--- config.mk ---
export PLATFORM = sky130hd
export DESIGN_NAME = codec_control_register_bank
export DESIGN_NICKNAME = d
export VERILOG_FILES = /design/src/design/codec_ctrl_pkg.sv /design/src/design/codec_control_register_bank.sv /design/src/design/level_scaler.sv /design/src/design/pin_sync.sv
export SDC_FILE = /design/constraint.sdc
export NUM_CORES = 1
export LEC_CHECK = 0
export BUFFER_PORTS_ARGS = -buffer_cell sky130_fd_sc_hd__buf_2
export CORE_ASPECT_RATIO = 1.4
export CORE_UTILIZATION = 30
export CTS_BUF_LIST = sky130_fd_sc_hd__clkbuf_8
export CTS_CLUSTER_SIZE = 12
export DETAILED_ROUTE_END_ITERATION = 8
export PLACE_DENSITY_LB_ADDON = 0.3
export SETUP_SLACK_MARGIN = 0.05
export SYNTH_ARGS = -nofsm -noshare
export SYNTH_HDL_FRONTEND = slang
export SYNTH_SLANG_ARGS = --single-unit
--- constraint.sdc ---
create_clock -name ref_clk -period 4.66 [get_ports ref_clk]
set_input_delay 0.233 -clock ref_clk [delete_from_list [all_inputs] [get_ports ref_clk]]
set_output_delay 0.233 -clock ref_clk [all_outputs]
set_load 0.03 [all_outputs]
--- src/design/codec_ctrl_pkg.sv ---
/*
 * Shared constants for the codec control register bank: word layout,
 * register selects, field positions and reset values.
 * Assumes a single 100 MHz system clock domain for all users.
 */
`default_nettype none
package codec_ctrl_pkg;
	localparam int WORD_W = 16;
	localparam int BIT_CNT_W = 5;
	localparam logic [BIT_CNT_W-1:0] WORD_BITS = 5'h10;
	localparam int ADDR_HI = 10;
	localparam int ADDR_LO = 9;
	localparam int BODY_W = 9;
	localparam int CODE_W = 8;
	localparam int FACTOR_W = 9;
	// Bit positions inside a register body
	localparam int LOAD_BIT = 8;
	localparam int ADC_SLEEP_BIT = 8;
	localparam int HPF_SKIP_BIT = 7;
	localparam int DAC_SLEEP_BIT = 6;
	localparam int SHARED_BIT = 5;
	localparam int ZERO_MUTE_BIT = 4;
	localparam int OUT_DIS_BIT = 3;
	localparam int DEEMPH_HI = 2;
	localparam int DEEMPH_LO = 1;
	localparam int SILENCE_BIT = 0;
	localparam int LOOP_BIT = 5;
	localparam int FORMAT_HI = 3;
	localparam int FORMAT_LO = 2;
	localparam int POLARITY_BIT = 1;
	// Writable bits of the format register; the others are reserved
	localparam logic [BODY_W-1:0] FORMAT_MASK = 9'h02E;
	// Reset values of the register bodies
	localparam logic [BODY_W-1:0] LEFT_RESET = 9'h0FF;
	localparam logic [BODY_W-1:0] RIGHT_RESET = 9'h0FF;
	localparam logic [BODY_W-1:0] FUNCTION_RESET = 9'h002;
	localparam logic [BODY_W-1:0] FORMAT_RESET = 9'h000;
	localparam logic [CODE_W-1:0] CODE_UNITY = 8'hFF;
	localparam logic [FACTOR_W-1:0] FACTOR_UNITY = 9'h100;
	typedef enum logic [1:0] {
		SEL_LEFT = 2'h0,
		SEL_RIGHT = 2'h1,
		SEL_FUNCTION = 2'h2,
		SEL_FORMAT = 2'h3
	} reg_sel_t;
endpackage
`default_nettype wire

--- src/design/codec_control_register_bank.sv ---
/*
 * Software control register bank of a stereo audio codec: receives
 * 16-bit words on the three-wire control link and holds the four
 * program registers that steer the DAC, ADC and data format.
 * Assumes the link pins are asynchronous to ref_clk and slow enough
 * (shift clock period well above four ref_clk periods) to be
 * oversampled after two-flop synchronisation.
 */
//
// Function
// RQ1 - Four sixteen-bit program registers hold all functions
// RQ2 - Bits ten and nine select target register
// RQ3 - Host writes zeros into bits fifteen to eleven
// RQ4 - Select 00: left load bit and code
// RQ5 - Select 01: right load bit and code
// RQ6 - Select 10: power, filter, mute, emphasis fields
// RQ7 - Select 11: loopback, format, clock polarity fields
// RQ8 - Load bit one applies the carried code
// RQ9 - Load bit zero keeps the previous level
// RQ10 - Either load bit updates both channels together
// RQ11 - Gain is code over 256, log scale; the code uses a linear factor of code/256
// RQ12 - FFh unity default, 00h mute, 01h lowest
// RQ13 - Words arrive on clock, data, latch wires
// RQ14 - Latch rise after last bit commits word
// RQ15 - Shared mode applies left code to both
// RQ16 - Partial words never change any register
`default_nettype none
module codec_control_register_bank
	import codec_ctrl_pkg::*;
(
	input wire logic ref_clk, // System clock, 100 MHz
	input wire logic rst_n, // Async reset, active low
	input wire logic ctrl_shift_clock, // Link shift clock pin
	input wire logic ctrl_serial_data, // Link data pin, MSB first
	input wire logic ctrl_latch, // Link latch pin
	output logic [CODE_W-1:0] left_gain_code, // Applied left code
	output logic [CODE_W-1:0] right_gain_code, // Applied right code
	output logic [FACTOR_W-1:0] left_gain_factor, // Left gain x256
	output logic [FACTOR_W-1:0] right_gain_factor, // Right gain x256
	output logic level_update, // Pulse: both levels reloaded
	output logic adc_sleep, // ADC power-down
	output logic highpass_skip, // ADC high-pass bypass
	output logic dac_sleep, // DAC power-down
	output logic shared_gain_mode, // Common attenuation mode
	output logic zero_run_mute_enable, // Zero-detect mute enable
	output logic dac_output_disable, // DAC outputs forced to mid
	output logic [1:0] deemph_select, // De-emphasis select
	output logic soft_silence, // Soft mute of both channels
	output logic adc_to_dac_loop, // Digital loopback
	output logic [1:0] sample_format_select, // Audio data format
	output logic channel_clock_polarity, // Left/right clock polarity
	output logic word_taken, // Pulse: full word committed
	output logic word_dropped // Pulse: latch on a partial word
);
	// Link framing states
	typedef enum logic [2:0] {
		LINK_IDLE = 3'b001,
		LINK_SHIFT = 3'b010,
		LINK_FULL = 3'b100
	} link_state_t;

	logic clk_s;
	logic data_s;
	logic latch_s;
	logic clk_d;
	logic latch_d;
	logic clk_rise;
	logic latch_rise;
	link_state_t link_state;
	link_state_t next_link_state;
	logic [WORD_W-1:0] shift_word;
	logic [BIT_CNT_W-1:0] bit_count;
	logic commit;
	reg_sel_t sel;
	logic [BODY_W-1:0] body;
	logic [BODY_W-1:0] left_attenuation;
	logic [BODY_W-1:0] right_attenuation;
	logic [BODY_W-1:0] function_control;
	logic [BODY_W-1:0] format_control;
	logic load_request;

	// Register select sits in bits ten and nine of every word
	function automatic reg_sel_t word_select(
		input logic [WORD_W-1:0] w);
		return reg_sel_t'(w[ADDR_HI:ADDR_LO]); // [RQ2]
	endfunction

	// Reserved upper bits are ignored; only the body is kept
	function automatic logic [BODY_W-1:0] word_body(
		input logic [WORD_W-1:0] w);
		return w[BODY_W-1:0]; // [RQ3]
	endfunction

	// All three link pins come from another domain
	pin_sync #(
		.W(3)
	) u_pin_sync (
		.ref_clk(ref_clk),
		.rst_n(rst_n),
		.d({ctrl_shift_clock, ctrl_serial_data, ctrl_latch}),
		.q({clk_s, data_s, latch_s})
	);

	// Edge detectors on the synchronised pins; the data pin has passed
	// the same two flops, so it lines up with the clock edge it met
	always_ff @(posedge ref_clk or negedge rst_n) begin
		if (!rst_n) begin
			clk_d <= 1'b0;
			latch_d <= 1'b0;
		end else begin
			clk_d <= clk_s;
			latch_d <= latch_s;
		end
	end

	assign clk_rise = clk_s & ~clk_d; // [RQ13]
	assign latch_rise = latch_s & ~latch_d; // [RQ14]

	// Framing: a latch edge ends every frame, complete or not
	always_comb begin
		next_link_state = link_state;
		unique case (link_state)
			LINK_IDLE: begin
				if (latch_rise)
					next_link_state = LINK_IDLE;
				else if (clk_rise)
					next_link_state = LINK_SHIFT;
			end
			LINK_SHIFT: begin
				if (latch_rise)
					next_link_state = LINK_IDLE;
				else if (clk_rise && bit_count == WORD_BITS - 5'h01)
					next_link_state = LINK_FULL;
			end
			LINK_FULL: begin
				if (latch_rise)
					next_link_state = LINK_IDLE;
			end
			default: next_link_state = LINK_IDLE;
		endcase
	end

	always_ff @(posedge ref_clk or negedge rst_n) begin
		if (!rst_n)
			link_state <= LINK_IDLE;
		else
			link_state <= next_link_state;
	end

	// Shift register: extra bits push the oldest out, so the last
	// sixteen before the latch are the word that counts
	always_ff @(posedge ref_clk or negedge rst_n) begin
		if (!rst_n)
			shift_word <= '0;
		else if (clk_rise && !latch_rise)
			shift_word <= {shift_word[WORD_W-2:0], data_s}; // [RQ13]
	end

	// Bit counter saturates at a full word and clears on every latch
	always_ff @(posedge ref_clk or negedge rst_n) begin
		if (!rst_n)
			bit_count <= '0;
		else if (latch_rise)
			bit_count <= '0;
		else if (clk_rise && bit_count != WORD_BITS)
			bit_count <= bit_count + 5'h01;
	end

	// Only a latch that closes a full word may touch the registers
	assign commit = latch_rise && (link_state == LINK_FULL); // [RQ14] [RQ16]
	assign sel = word_select(shift_word);
	assign body = word_body(shift_word);
	assign load_request = commit && body[LOAD_BIT] &&
		(sel == SEL_LEFT || sel == SEL_RIGHT); // [RQ8] [RQ10]

	// Frame outcome pulses
	always_ff @(posedge ref_clk or negedge rst_n) begin
		if (!rst_n) begin
			word_taken <= 1'b0;
			word_dropped <= 1'b0;
		end else begin
			word_taken <= commit;
			word_dropped <= latch_rise && !commit; // [RQ16]
		end
	end

	// Left register: load bit and code; the code is kept as the
	// staged value even when the level is not reloaded
	always_ff @(posedge ref_clk or negedge rst_n) begin
		if (!rst_n)
			left_attenuation <= LEFT_RESET;
		else if (commit && sel == SEL_LEFT)
			left_attenuation <= body; // [RQ1] [RQ4]
	end

	// Right register, same layout as the left one
	always_ff @(posedge ref_clk or negedge rst_n) begin
		if (!rst_n)
			right_attenuation <= RIGHT_RESET;
		else if (commit && sel == SEL_RIGHT)
			right_attenuation <= body; // [RQ1] [RQ5]
	end

	// Function register: power, filter, mute and emphasis controls
	always_ff @(posedge ref_clk or negedge rst_n) begin
		if (!rst_n)
			function_control <= FUNCTION_RESET;
		else if (commit && sel == SEL_FUNCTION)
			function_control <= body; // [RQ1] [RQ6]
	end

	// Format register: reserved positions are forced to zero
	always_ff @(posedge ref_clk or negedge rst_n) begin
		if (!rst_n)
			format_control <= FORMAT_RESET;
		else if (commit && sel == SEL_FORMAT)
			format_control <= body & FORMAT_MASK; // [RQ1] [RQ7]
	end

	// Applied levels move together: the channel just written takes
	// its new code, the other takes its staged code. A write with the
	// load bit clear leaves both applied levels alone.
	always_ff @(posedge ref_clk or negedge rst_n) begin
		if (!rst_n) begin
			left_gain_code <= CODE_UNITY; // [RQ12]
			right_gain_code <= CODE_UNITY;
		end else if (load_request) begin
			if (sel == SEL_LEFT) begin
				left_gain_code <= body[CODE_W-1:0]; // [RQ8] [RQ10]
				right_gain_code <= right_attenuation[CODE_W-1:0];
			end else begin
				left_gain_code <= left_attenuation[CODE_W-1:0];
				right_gain_code <= body[CODE_W-1:0]; // [RQ8] [RQ10]
			end
		end
	end // [RQ9]

	// Update strobe for the datapath, raised with the new codes
	always_ff @(posedge ref_clk or negedge rst_n) begin
		if (!rst_n)
			level_update <= 1'b0;
		else
			level_update <= load_request;
	end

	// Control outputs straight from the register flops
	assign adc_sleep = function_control[ADC_SLEEP_BIT]; // [RQ6]
	assign highpass_skip = function_control[HPF_SKIP_BIT];
	assign dac_sleep = function_control[DAC_SLEEP_BIT];
	assign shared_gain_mode = function_control[SHARED_BIT];
	assign zero_run_mute_enable = function_control[ZERO_MUTE_BIT];
	assign dac_output_disable = function_control[OUT_DIS_BIT];
	assign deemph_select = function_control[DEEMPH_HI:DEEMPH_LO];
	assign soft_silence = function_control[SILENCE_BIT];
	assign adc_to_dac_loop = format_control[LOOP_BIT]; // [RQ7]
	assign sample_format_select = format_control[FORMAT_HI:FORMAT_LO];
	assign channel_clock_polarity = format_control[POLARITY_BIT];

	// Linear factors; shared mode is resolved here so a mode change
	// takes effect one ref_clk cycle later without waiting for a load
	level_scaler u_level_scaler (
		.ref_clk(ref_clk),
		.rst_n(rst_n),
		.left_code(left_gain_code),
		.right_code(right_gain_code),
		.shared_gain_mode(shared_gain_mode), // [RQ15]
		.left_factor(left_gain_factor),
		.right_factor(right_gain_factor)
	);
endmodule
`default_nettype wire

--- src/design/level_scaler.sv ---
/*
 * Turns the applied attenuation codes into linear gain factors
 * (factor / 256 is the gain) for the DAC datapath.
 * Assumes the codes change only on a committed level update.
 */
`default_nettype none
module level_scaler
	import codec_ctrl_pkg::*;
(
	input wire logic ref_clk, // System clock
	input wire logic rst_n, // Async reset, active low
	input wire logic [CODE_W-1:0] left_code, // Applied left code
	input wire logic [CODE_W-1:0] right_code, // Applied right code
	input wire logic shared_gain_mode, // Left code drives both
	output logic [FACTOR_W-1:0] left_factor, // Left gain x256
	output logic [FACTOR_W-1:0] right_factor // Right gain x256
);
	// Code n gives n/256; the top code is unity rather than 255/256
	function automatic logic [FACTOR_W-1:0] code_to_factor(
		input logic [CODE_W-1:0] code);
		if (code == CODE_UNITY)
			return FACTOR_UNITY; // [RQ12]
		return {1'b0, code}; // [RQ11] [RQ12]
	endfunction

	// Registered so the datapath sees both channels move together
	always_ff @(posedge ref_clk or negedge rst_n) begin
		if (!rst_n) begin
			left_factor <= FACTOR_UNITY;
			right_factor <= FACTOR_UNITY;
		end else begin
			left_factor <= code_to_factor(left_code);
			if (shared_gain_mode)
				right_factor <= code_to_factor(left_code); // [RQ15]
			else
				right_factor <= code_to_factor(right_code);
		end
	end
endmodule
`default_nettype wire

--- src/design/pin_sync.sv ---
/*
 * Two-flop synchroniser for a group of independent level signals.
 * Assumes each bit is a slow level from outside the ref_clk domain.
 */
`default_nettype none
module pin_sync #(
	parameter int W = 3
) (
	input wire logic ref_clk, // System clock
	input wire logic rst_n, // Async reset, active low
	input wire logic [W-1:0] d, // Asynchronous inputs
	output logic [W-1:0] q // Synchronised copies
);
	logic [W-1:0] meta;

	// First stage feeds only the second; nothing else may look at it
	always_ff @(posedge ref_clk or negedge rst_n) begin
		if (!rst_n) begin
			meta <= '0;
			q <= '0;
		end else begin
			meta <= d;
			q <= meta;
		end
	end
endmodule
`default_nettype wire

### Word level (Yosys, flattened, before mapping)

Index checks and enable logic that the tools add are counted.

* register bits: 93
* latch bits: 0
* RAM bits: 0
* memory bits (read-only): 0
* input bits: 5
* output and inout bits: 50
* word-level logic and storage cells: 73
* memories kept: 0

* add/sub/neg operators: 1
* multipliers: 0
* divide/modulo/power cells: 0
* magnitude comparators: 0
* equal/unequal tests: 13
* shift operators: 0
* muxes and demuxes: 20
* bitwise logic cells: 4
* reduce and logical (&&, ||, !) cells: 17

Operators with widths (count)
* $mux W9: 6
* $eq A8 B8 Y1 const B: 2
* $mux W8: 2
* $mux W3: 5
* $logic_and A1 B1 Y1: 11
* $mux W5: 2
* $pmux W3 S3: 1
* $ne A3 B3 Y1 const B: 2
* $add A5 B1 Y5 const B: 1
* $eq A5 B4 Y1 const B: 1
* $ne A5 B5 Y1 const B: 1
* $eq A2 B2 Y1 const B: 2
* $mux W1: 4
* $eq A3 B1 Y1 const B: 1
* $eq A3 B2 Y1 const B: 1
* $eq A3 B3 Y1 const B: 1
* $reduce_and A3 Y1: 1
* $and A1 B1 Y1: 2
* $eq A2 B1 Y1 const B: 1
* $logic_not A1 Y1: 2
* $logic_not A2 Y1: 1
* $ne A2 B2 Y1 const B: 1
* $not A1 Y1: 2
* $reduce_bool A2 Y1: 1
* $logic_or A1 B1 Y1: 1

### Depth between registers and ports, before layout

Gate-level depths: netlist (run 1).

* word-level depth: 6
* mapped depth: 6
* mapped depth without buffers: 5

### Cells and area by module

From an unflattened synthesis (run 1), not the netlist that was laid out.

* cell total of the unflattened synthesis: 247
* area, all modules: 3858.7 um^2

Modules (own cells, without submodules)
* codec_control_register_bank: instances 1, cells each 194, area each 3019.1 um^2, seq. area each 1769.2 um^2
* level_scaler: instances 1, cells each 47, area each 689.4 um^2, seq. area each 452.9 um^2
* pin_sync: instances 1, cells each 6, area each 150.1 um^2, seq. area each 150.1 um^2

### Worst setup path after synthesis (run 1)

OpenSTA, ideal clock, no wires.

* path type: register to register
* start: register link_state[0]
* end: register left_gain_code[0]
* library setup time: 0.082 ns
* data arrival time: 1.591 ns
* required time: 4.578 ns
* path slack: 2.987 ns
* stages on the path, launching flop included: 7
* buffers on the path: 3
* clock period less this slack: 1.673 ns
* path through: dfstp_2 > buf_2 > nor3b_4 > and4b_1 > buf_6 > buf_12 > mux2_4

* longest elaborated chain between the ends: 4

Ends and longest elaborated chain
* from (decl): line codec_control_register_bank.sv:69 `link_state_t link_state;`
* from (signal assigned): line codec_control_register_bank.sv:147 `link_state <= next_link_state;`
* $eq A3 B3 Y1: line codec_control_register_bank.sv:170 `assign commit = latch_rise && (link_state == LINK_FULL);`
* $logic_and A1 B1 Y1: line codec_control_register_bank.sv:170
* $logic_and A1 B1 Y1 (2 in series): line codec_control_register_bank.sv:173 `assign load_request = commit && body[LOAD_BIT] &&`
* named net load_request: line codec_control_register_bank.sv:80 `logic load_request;`
* to (signal assigned): line codec_control_register_bank.sv:229 `left_gain_code <= body[CODE_W-1:0];`
* to (signal assigned): line codec_control_register_bank.sv:232 `left_gain_code <= left_attenuation[CODE_W-1:0];`
* to (decl): line codec_control_register_bank.sv:36 `output logic [CODE_W-1:0] left_gain_code,`

The timed path passes the listed nets, and every way through them passes these cells.
A chain may end at the register's enable or synchronous reset.

### Final worst setup path (run 1)

* start: register u_pin_sync.q[0]
* end: register right_gain_code[2]

* longest elaborated chain between the ends: 4

Ends and longest elaborated chain
* from (decl): line pin_sync.sv:12 `output logic [W-1:0] q`
* from (signal assigned): line pin_sync.sv:23 `q <= meta;`
* $and A1 B1 Y1: line codec_control_register_bank.sv:117 `assign latch_rise = latch_s & ~latch_d;`
* $logic_and A1 B1 Y1: line codec_control_register_bank.sv:170
* $logic_and A1 B1 Y1 (2 in series): line codec_control_register_bank.sv:173
* to (signal assigned): line codec_control_register_bank.sv:230 `right_gain_code <= right_attenuation[CODE_W-1:0];`
* to (signal assigned): line codec_control_register_bank.sv:233 `right_gain_code <= body[CODE_W-1:0];`
* to (decl): line codec_control_register_bank.sv:37 `output logic [CODE_W-1:0] right_gain_code,`

Every way passes these cells.

==> impl_metrics.yaml, run 1 <==
run_status:
  run_status: "finished, final reports clean"
cts:
  insertion_delay_ns: 0.37
  cts-buffers-inserted: 9
  clockBufferDepth: 2
  ctsHtreeMaxLevel: 3
  cts_setup_buffers: 0
  tritoncts: "yes"
  cts_hold_buffers: 4
  cts.reportedPaths.clkPinSlew_ns: 0.09
  numClockSinks: 93
  postCtsResizedCells: 0
  cts_root_buf: "clkbuf_8"
floorplan:
  die_area_sq_um: 13200
  chipWidth_um: 97.4
  ios: 55
  std_cell_rows: 48
  core_sq_um: 12400
  die_y_um: 135
  initial_core_util: 0.309
critical_path:
  cp_data_arrival_time_ns: 2.85
  cp-startpoint: "u_pin_sync.q[0]$_DFF_PN0_"
  worstPathMaxFanout: 17
  r2r_slack_ns: 2.11
  reg2reg_depth: 3
  worst_setup_path_end_kind: "register"
  r2r_end: "right_gain_code[2]$_DFFE_PN1P_"
  crit_end: "right_gain_code[2]$_DFFE_PN1P_"
  crit_path_category: "reg2reg"
  worst_setup_path_start_kind: "register"
  cp.required_ns: 4.96
  startpoint_of_the_lowest_slack_register_to_register_path: "u_pin_sync.q[0]$_DFF_PN0_"
sta:
  grt_setup_unrepaired: "no"
  count_of_endpoints_failing_hold_in_the_final_timing_report: 0
  layout_min_cycle_time_ns: 2.55
  achievable-frequency_mhz: 392
  setup_tns_ns: 0
  setup-violations-final: 0
  maxSlewViolCount: 0
  final.setup_skew_ns: 0.0135
  max-slew-margin-rel: 0.367
  finalCritPeriodShare: 0.547
  tightestPinTransition_ns: 0.948
finish:
  post_route_cells_drive_above_1_share: 0.591
  final_instance_count_excl_fillers: 463
  flow.area_growth_from_synthesis_pct: 16.4
  n_antenna_cell: 0
  nets: 316
  final.fill_count: 1182
grt:
  grt_remaining_overflow: 0
  grt_usage: 0.116
  grt_max_degree: 48
  grt_antenna_before_repair: 0
  grt_first_pass_wirelength_mm: 12.0
  via_count_of_the_first_global_routing_pass: 2288
detailed_routing:
  drt_iter0_markers: 102
  postRouteAntennaNets: 0
  finalWirelength_mm: 6.93
  wl_per_cell_um: 15.0
  route.vias.total: 2202
  drt_pass1_iterations: 4
  drc: 0
  drt-vias-per-instance: 4.76
synthesis:
  synthesis.yosys.warnings: 0
  synth_seq_area_share: 0.621
  synth-seq-cells: 93
  synth_common_cells: "mux2_2 (63), dfrtp_1 (57), dfstp_2 (36)"
  synth_area_leaders: "dfrtp_1 (37%), dfstp_2 (25%), mux2_2 (19%)"
  synthDistinctLibCells: 41
  post_synth.cell_area_avg_sq_um: 15.5
  synth_cells: 247
  synthMostInstantiatedCell: "mux2_2"
  synth_enable_flop_cells: 0
  synth_nets: 255
  synth-async-reset-ratio: 1.00
  synth_top_flop_cell: "dfrtp_1"
  cell_taking_the_most_area_after_synthesis: "dfrtp_1"
  synth.cell_area_sq_um: 3820
  fraction_of_synthesized_cell_area_taken_by_the_top_area_cell_type: 0.374
placement:
  number_of_port_buffers: 54
  place_inst: 443
  hpwl_mm: 4.75
  finalWeightedCongestion: 0.741
power:
  worst_ir_drop_vdd_mv: 0.127
  total_leakage_power_nw: 2.14
  power.density_cell_area_nw_per_um2: 386
worst_hold_path:
  worst_hold_path_type: "reg2reg"
job:
  cap_viol_max_count: 0
==> metal layers <==
metal | up-vias | wire (um) | global-route usage
met4 | 0 | 166 | 0.0637
met5 | - | 0 | 0
met2 | 47 | 3470 | 0.190
met1 | 1116 | 3040 | 0.144
li1 | 1029 | - | -
met3 | 10 | 250 | 0.0248
==> power breakdown <==
part           switching [W]  internal, W  total, W  leakage, nW
sequential         0.0000868     0.000863  0.000949         1.13
clock               0.000302     0.000201  0.000503       0.0840
combinational       0.000115     0.000148  0.000263        0.931
==> area by class of cell <==
type,instances,area (sq um),area share
sequential,93,2370,0.534
multi-input combinational,138,1360,0.305
timing repair buffer,59,320,0.0721
tap,150,188,0.0422
clock buffer,9,124,0.0279
clock inverter,7,60.1,0.0135
inverter,7,26.3,0.00591
==> flip-flops by register name, summed over array words and instances (netlist names), 3 cells and up <==
name,cells
u_level_scaler.right_factor,9
bit_count,5
left_attenuation,8
left_gain_code,8
u_pin_sync.q,3
shift_word,11
right_attenuation,8
u_level_scaler.left_factor,9
link_state,3
right_gain_code,8
u_pin_sync.meta,3
format_control,4
function_control,9
==> stage by stage <==
step / cell area [sq um] / hold slack [ns] / util / power (W) / worst slack (ns)
after floorplan: 3820 / -0.0626 / - / 0.00115 / 2.99
after global placement: 4220 / 0.267 / 0.341 / 0.00123 / 2.16
after detailed placement: 4220 / 0.271 / 0.341 / 0.00123 / 2.08
after CTS: 4450 / 0.359 / 0.359 / 0.00174 / 2.08
after global routing: 4450 / 0.363 / 0.359 / 0.00181 / 1.86
final: 4450 / 0.353 / 0.359 / 0.00172 / 2.11
==> worst min-delay path by stage <==
| stage | start | endpoint | slack [ns] | depth (start not counted) |
|---|---|---|---|---|
| floorplan | rst_n | bit_count[0]$_DFFE_PN0P_ | -0.06 | 0 |
| global placement | rst_n | u_level_scaler.left_factor[6]$_DFF_PN0_ | 0.27 | 1 |
| detailed placement | rst_n | u_level_scaler.left_factor[6]$_DFF_PN0_ | 0.27 | 1 |
| CTS | u_pin_sync.meta[2]$_DFF_PN0_ | u_pin_sync.q[2]$_DFF_PN0_ | 0.36 | 0 |
| global route | u_pin_sync.meta[2]$_DFF_PN0_ | u_pin_sync.q[2]$_DFF_PN0_ | 0.36 | 0 |
| finish | u_pin_sync.meta[2]$_DFF_PN0_ | u_pin_sync.q[2]$_DFF_PN0_ | 0.35 | 0 |
==> cells by family (layout without fill, tap and decap cells) <==
kind of cell,Yosys count,in the layout,share of synthesized area
AOI/OAI and AO/OA,23,23,0.0478
xor gates and xnor gates,1,1,0.00229
adders and majority gates,3,3,0.00983
buffers and inverters,16,82,0.0239
DFF,93,93,0.621
muxes,72,72,0.221
and+or+nand+nor,39,39,0.0737
==> layout by cell type, fill, tap and decap left out, types with 3 or more instances in the layout <==
cell type	instances
mux2_2	63
nand3_1	4
dlygate4sd3_1	4
nor2_1	3
ha_1	3
a21oi_1	3
clkbuf_8	9
dfstp_2	36
inv_1	7
clkinvlp_4	3
dfrtp_1	57
mux2_4	9
and2_1	8
nand4_1	4
buf_2	53
a211oi_1	3
a32o_1	8
o21ai_0	3
==> critical path: stages (launching register included) <==
cell and delay (ns):
dfrtp_1 0.37, nor2b_1 0.76, and4b_1 0.94, mux2_2 0.42
Note: power is estimated with default switching activity, not from simulation.
==> run 2: changes to the inputs <==
Clock period 4.66 ns to 2.65 ns, I/O delays scaled along.
==> run 2 against run 1 <==
Clock power rose by 81%. Final area rose by 1.3%. Global-route usage fell by 0.23 points. Critical endpoint is now right_gain_code[0]$_DFFE_PN1P_. Cell count rose by 1.1%. First-iteration DRC count fell by 54%. Critical path depth rose by 1. Via count fell by 0.86%. Highest routed layer unchanged.
==> impl_metrics.yaml, run 2 (synthesis gave the netlist of run 1 again) <==
cts:
  cts.reportedPaths.clkPinSlew_ns: 0.09
  ctsHtreeMaxLevel: 3
  clockBufferDepth: 2
  insertion_delay_ns: 0.36
  cts_root_buf: "clkbuf_8"
  numClockSinks: 93
  cts_setup_buffers: 0
  tritoncts: "yes"
  cts_hold_buffers: 4
  cts-buffers-inserted: 9
  postCtsResizedCells: 0
finish:
  finish.instance_area_sq_um: 4500
  flip_flop_count_of_the_largest_register_all_copies_and_words_added: 11
  flip_flop_and_latch_area_sq_um: 2370
  layout_common_cells: "mux2_2 (63), dfrtp_1 (57), buf_2 (53)"
  multi_input_gate_area_in_the_final_layout_sq_um: 1360
  flow.area_growth_from_synthesis_pct: 17.9
  final_instance_count_excl_fillers: 468
  final.fill_count: 1198
  layout_commonest_cell: "mux2_2"
  regMostFlops: "shift_word"
  n_antenna_cell: 0
  nets: 321
  post_route_cells_drive_above_1_share: 0.597
critical_path:
  r2r_slack_ns: 0.87
  cp-startpoint: "link_state[2]$_DFFE_PN0P_"
  worstPathMaxFanout: 17
  worst_setup_path_start_kind: "register"
  crit_path_category: "reg2reg"
  cp.required_ns: 2.94
  cp_data_arrival_time_ns: 2.07
  startpoint_of_the_lowest_slack_register_to_register_path: "link_state[2]$_DFFE_PN0P_"
  worst_setup_path_end_kind: "register"
worst_hold_path:
  worst_hold_path_type: "reg2reg"
  hold_path_startpoint: "u_pin_sync.meta[1]$_DFF_PN0_"
sta:
  finalCritPeriodShare: 0.673
  grt_setup_unrepaired: "no"
  maxSlewViolCount: 0
  tightestPinTransition_ns: 0.703
  max-slew-margin-rel: 0.531
  setup-violations-final: 0
  setup_tns_ns: 0
  achievable-frequency_mhz: 561
  final.setup_skew_ns: 0.0139
  layout_min_cycle_time_ns: 1.78
  count_of_endpoints_failing_hold_in_the_final_timing_report: 0
detailed_routing:
  drc: 0
  drt_iter0_markers: 47
  wl_per_cell_um: 15.1
  postRouteAntennaNets: 0
  drt-vias-per-instance: 4.66
  route.vias.total: 2183
  finalWirelength_mm: 7.09
  drt_pass1_iterations: 4
floorplan:
  ios: 55
  die_y_um: 135
  std_cell_rows: 48
  core_sq_um: 12400
  initial_core_util: 0.309
  die_area_sq_um: 13200
  chipWidth_um: 97.4
grt:
  grt_usage: 0.114
  grt_antenna_before_repair: 0
  grt_remaining_overflow: 0
  grt_first_pass_wirelength_mm: 11.9
  via_count_of_the_first_global_routing_pass: 2199
  grt_max_degree: 57
run_status:
  run_status: "finished, final reports clean"
placement:
  place_inst: 448
  hpwl_mm: 4.96
  finalWeightedCongestion: 0.697
  number_of_port_buffers: 54
  placedInstanceArea_sq_um: 4270
power:
  worst_ir_drop_vdd_mv: 0.239
  total_leakage_power_nw: 2.19
  power.density_cell_area_nw_per_um2: 680
job:
  cap_viol_max_count: 0
## run 2: cell types whose count changed in the layout (fill, tap and decap cells not counted), sizes merged
cell,previous run,this run
buf,55,60
clkinvlp,3,0
clkbuf,9,11
clkinv,2,3
## run 2: routing by layer
| layer | global-route usage | vias up | share of wire |
|---|---|---|---|
| li1 | - | 1030 | - |
| met1 | 0.146 | 1090 | 0.45 |
| met2 | 0.183 | 54 | 0.49 |
| met3 | 0.0217 | 9 | 0.038 |
| met4 | 0.0613 | 0 | 0.018 |
| met5 | 0 | - | 0 |
## run 2: layout make-up
class / instances / area share
flip-flops and latches: 93 / 0.527
multi-input cells: 138 / 0.301
repair buffers: 64 / 0.0822
well taps: 150 / 0.0417
clock buffers: 11 / 0.0336
clock inverters: 5 / 0.00889
inverters: 7 / 0.00583
## run 2: metrics by stage
step           total power (W)   util  hold slack, ns  setup slack [ns]
6_report               0.00306  0.364           0.355             0.867
3_5_place_dp           0.00218  0.345           0.231             0.847
3_3_place_gp           0.00218  0.345           0.222             0.923
4_1_cts                0.00311  0.364           0.359             0.857
2_1_floorplan          0.00203      -          -0.163             0.977
5_1_grt                0.00324  0.364           0.364             0.723
## run 2: worst max-delay path, cell delays in order (launching register included)
cell and delay, ns:
dfrtp_1 0.46, nor3b_4 0.37, and4b_1 0.24, buf_4 0.27
mux2_2 0.37
## run 2: worst paths after layout
| check | endpoint | depth (start not counted) |
|---|---|---|
| min in group asynchronous | u_level_scaler.left_factor[7]$_DFF_PN0_ | 2 |
| hold / removal | u_pin_sync.q[1]$_DFF_PN0_ | 0 |
| setup / recovery | right_gain_code[0]$_DFFE_PN1P_ | 4 |
| hold reg to reg | u_pin_sync.q[1]$_DFF_PN0_ | 0 |
| max in group asynchronous | right_attenuation[4]$_DFFE_PN1P_ | 3 |
| setup reg to reg | right_gain_code[0]$_DFFE_PN1P_ | 4 |
## run 2: power breakdown
part / leakage [nW] / total [W] / internal (W) / switching, W
registers: 1.13 / 0.00167 / 0.00152 / 0.000154
clock network: 0.100 / 0.000909 / 0.000401 / 0.000508
logic: 0.961 / 0.000483 / 0.000279 / 0.000204
total: 2.19 / 0.00306 / 0.00220 / 0.000866
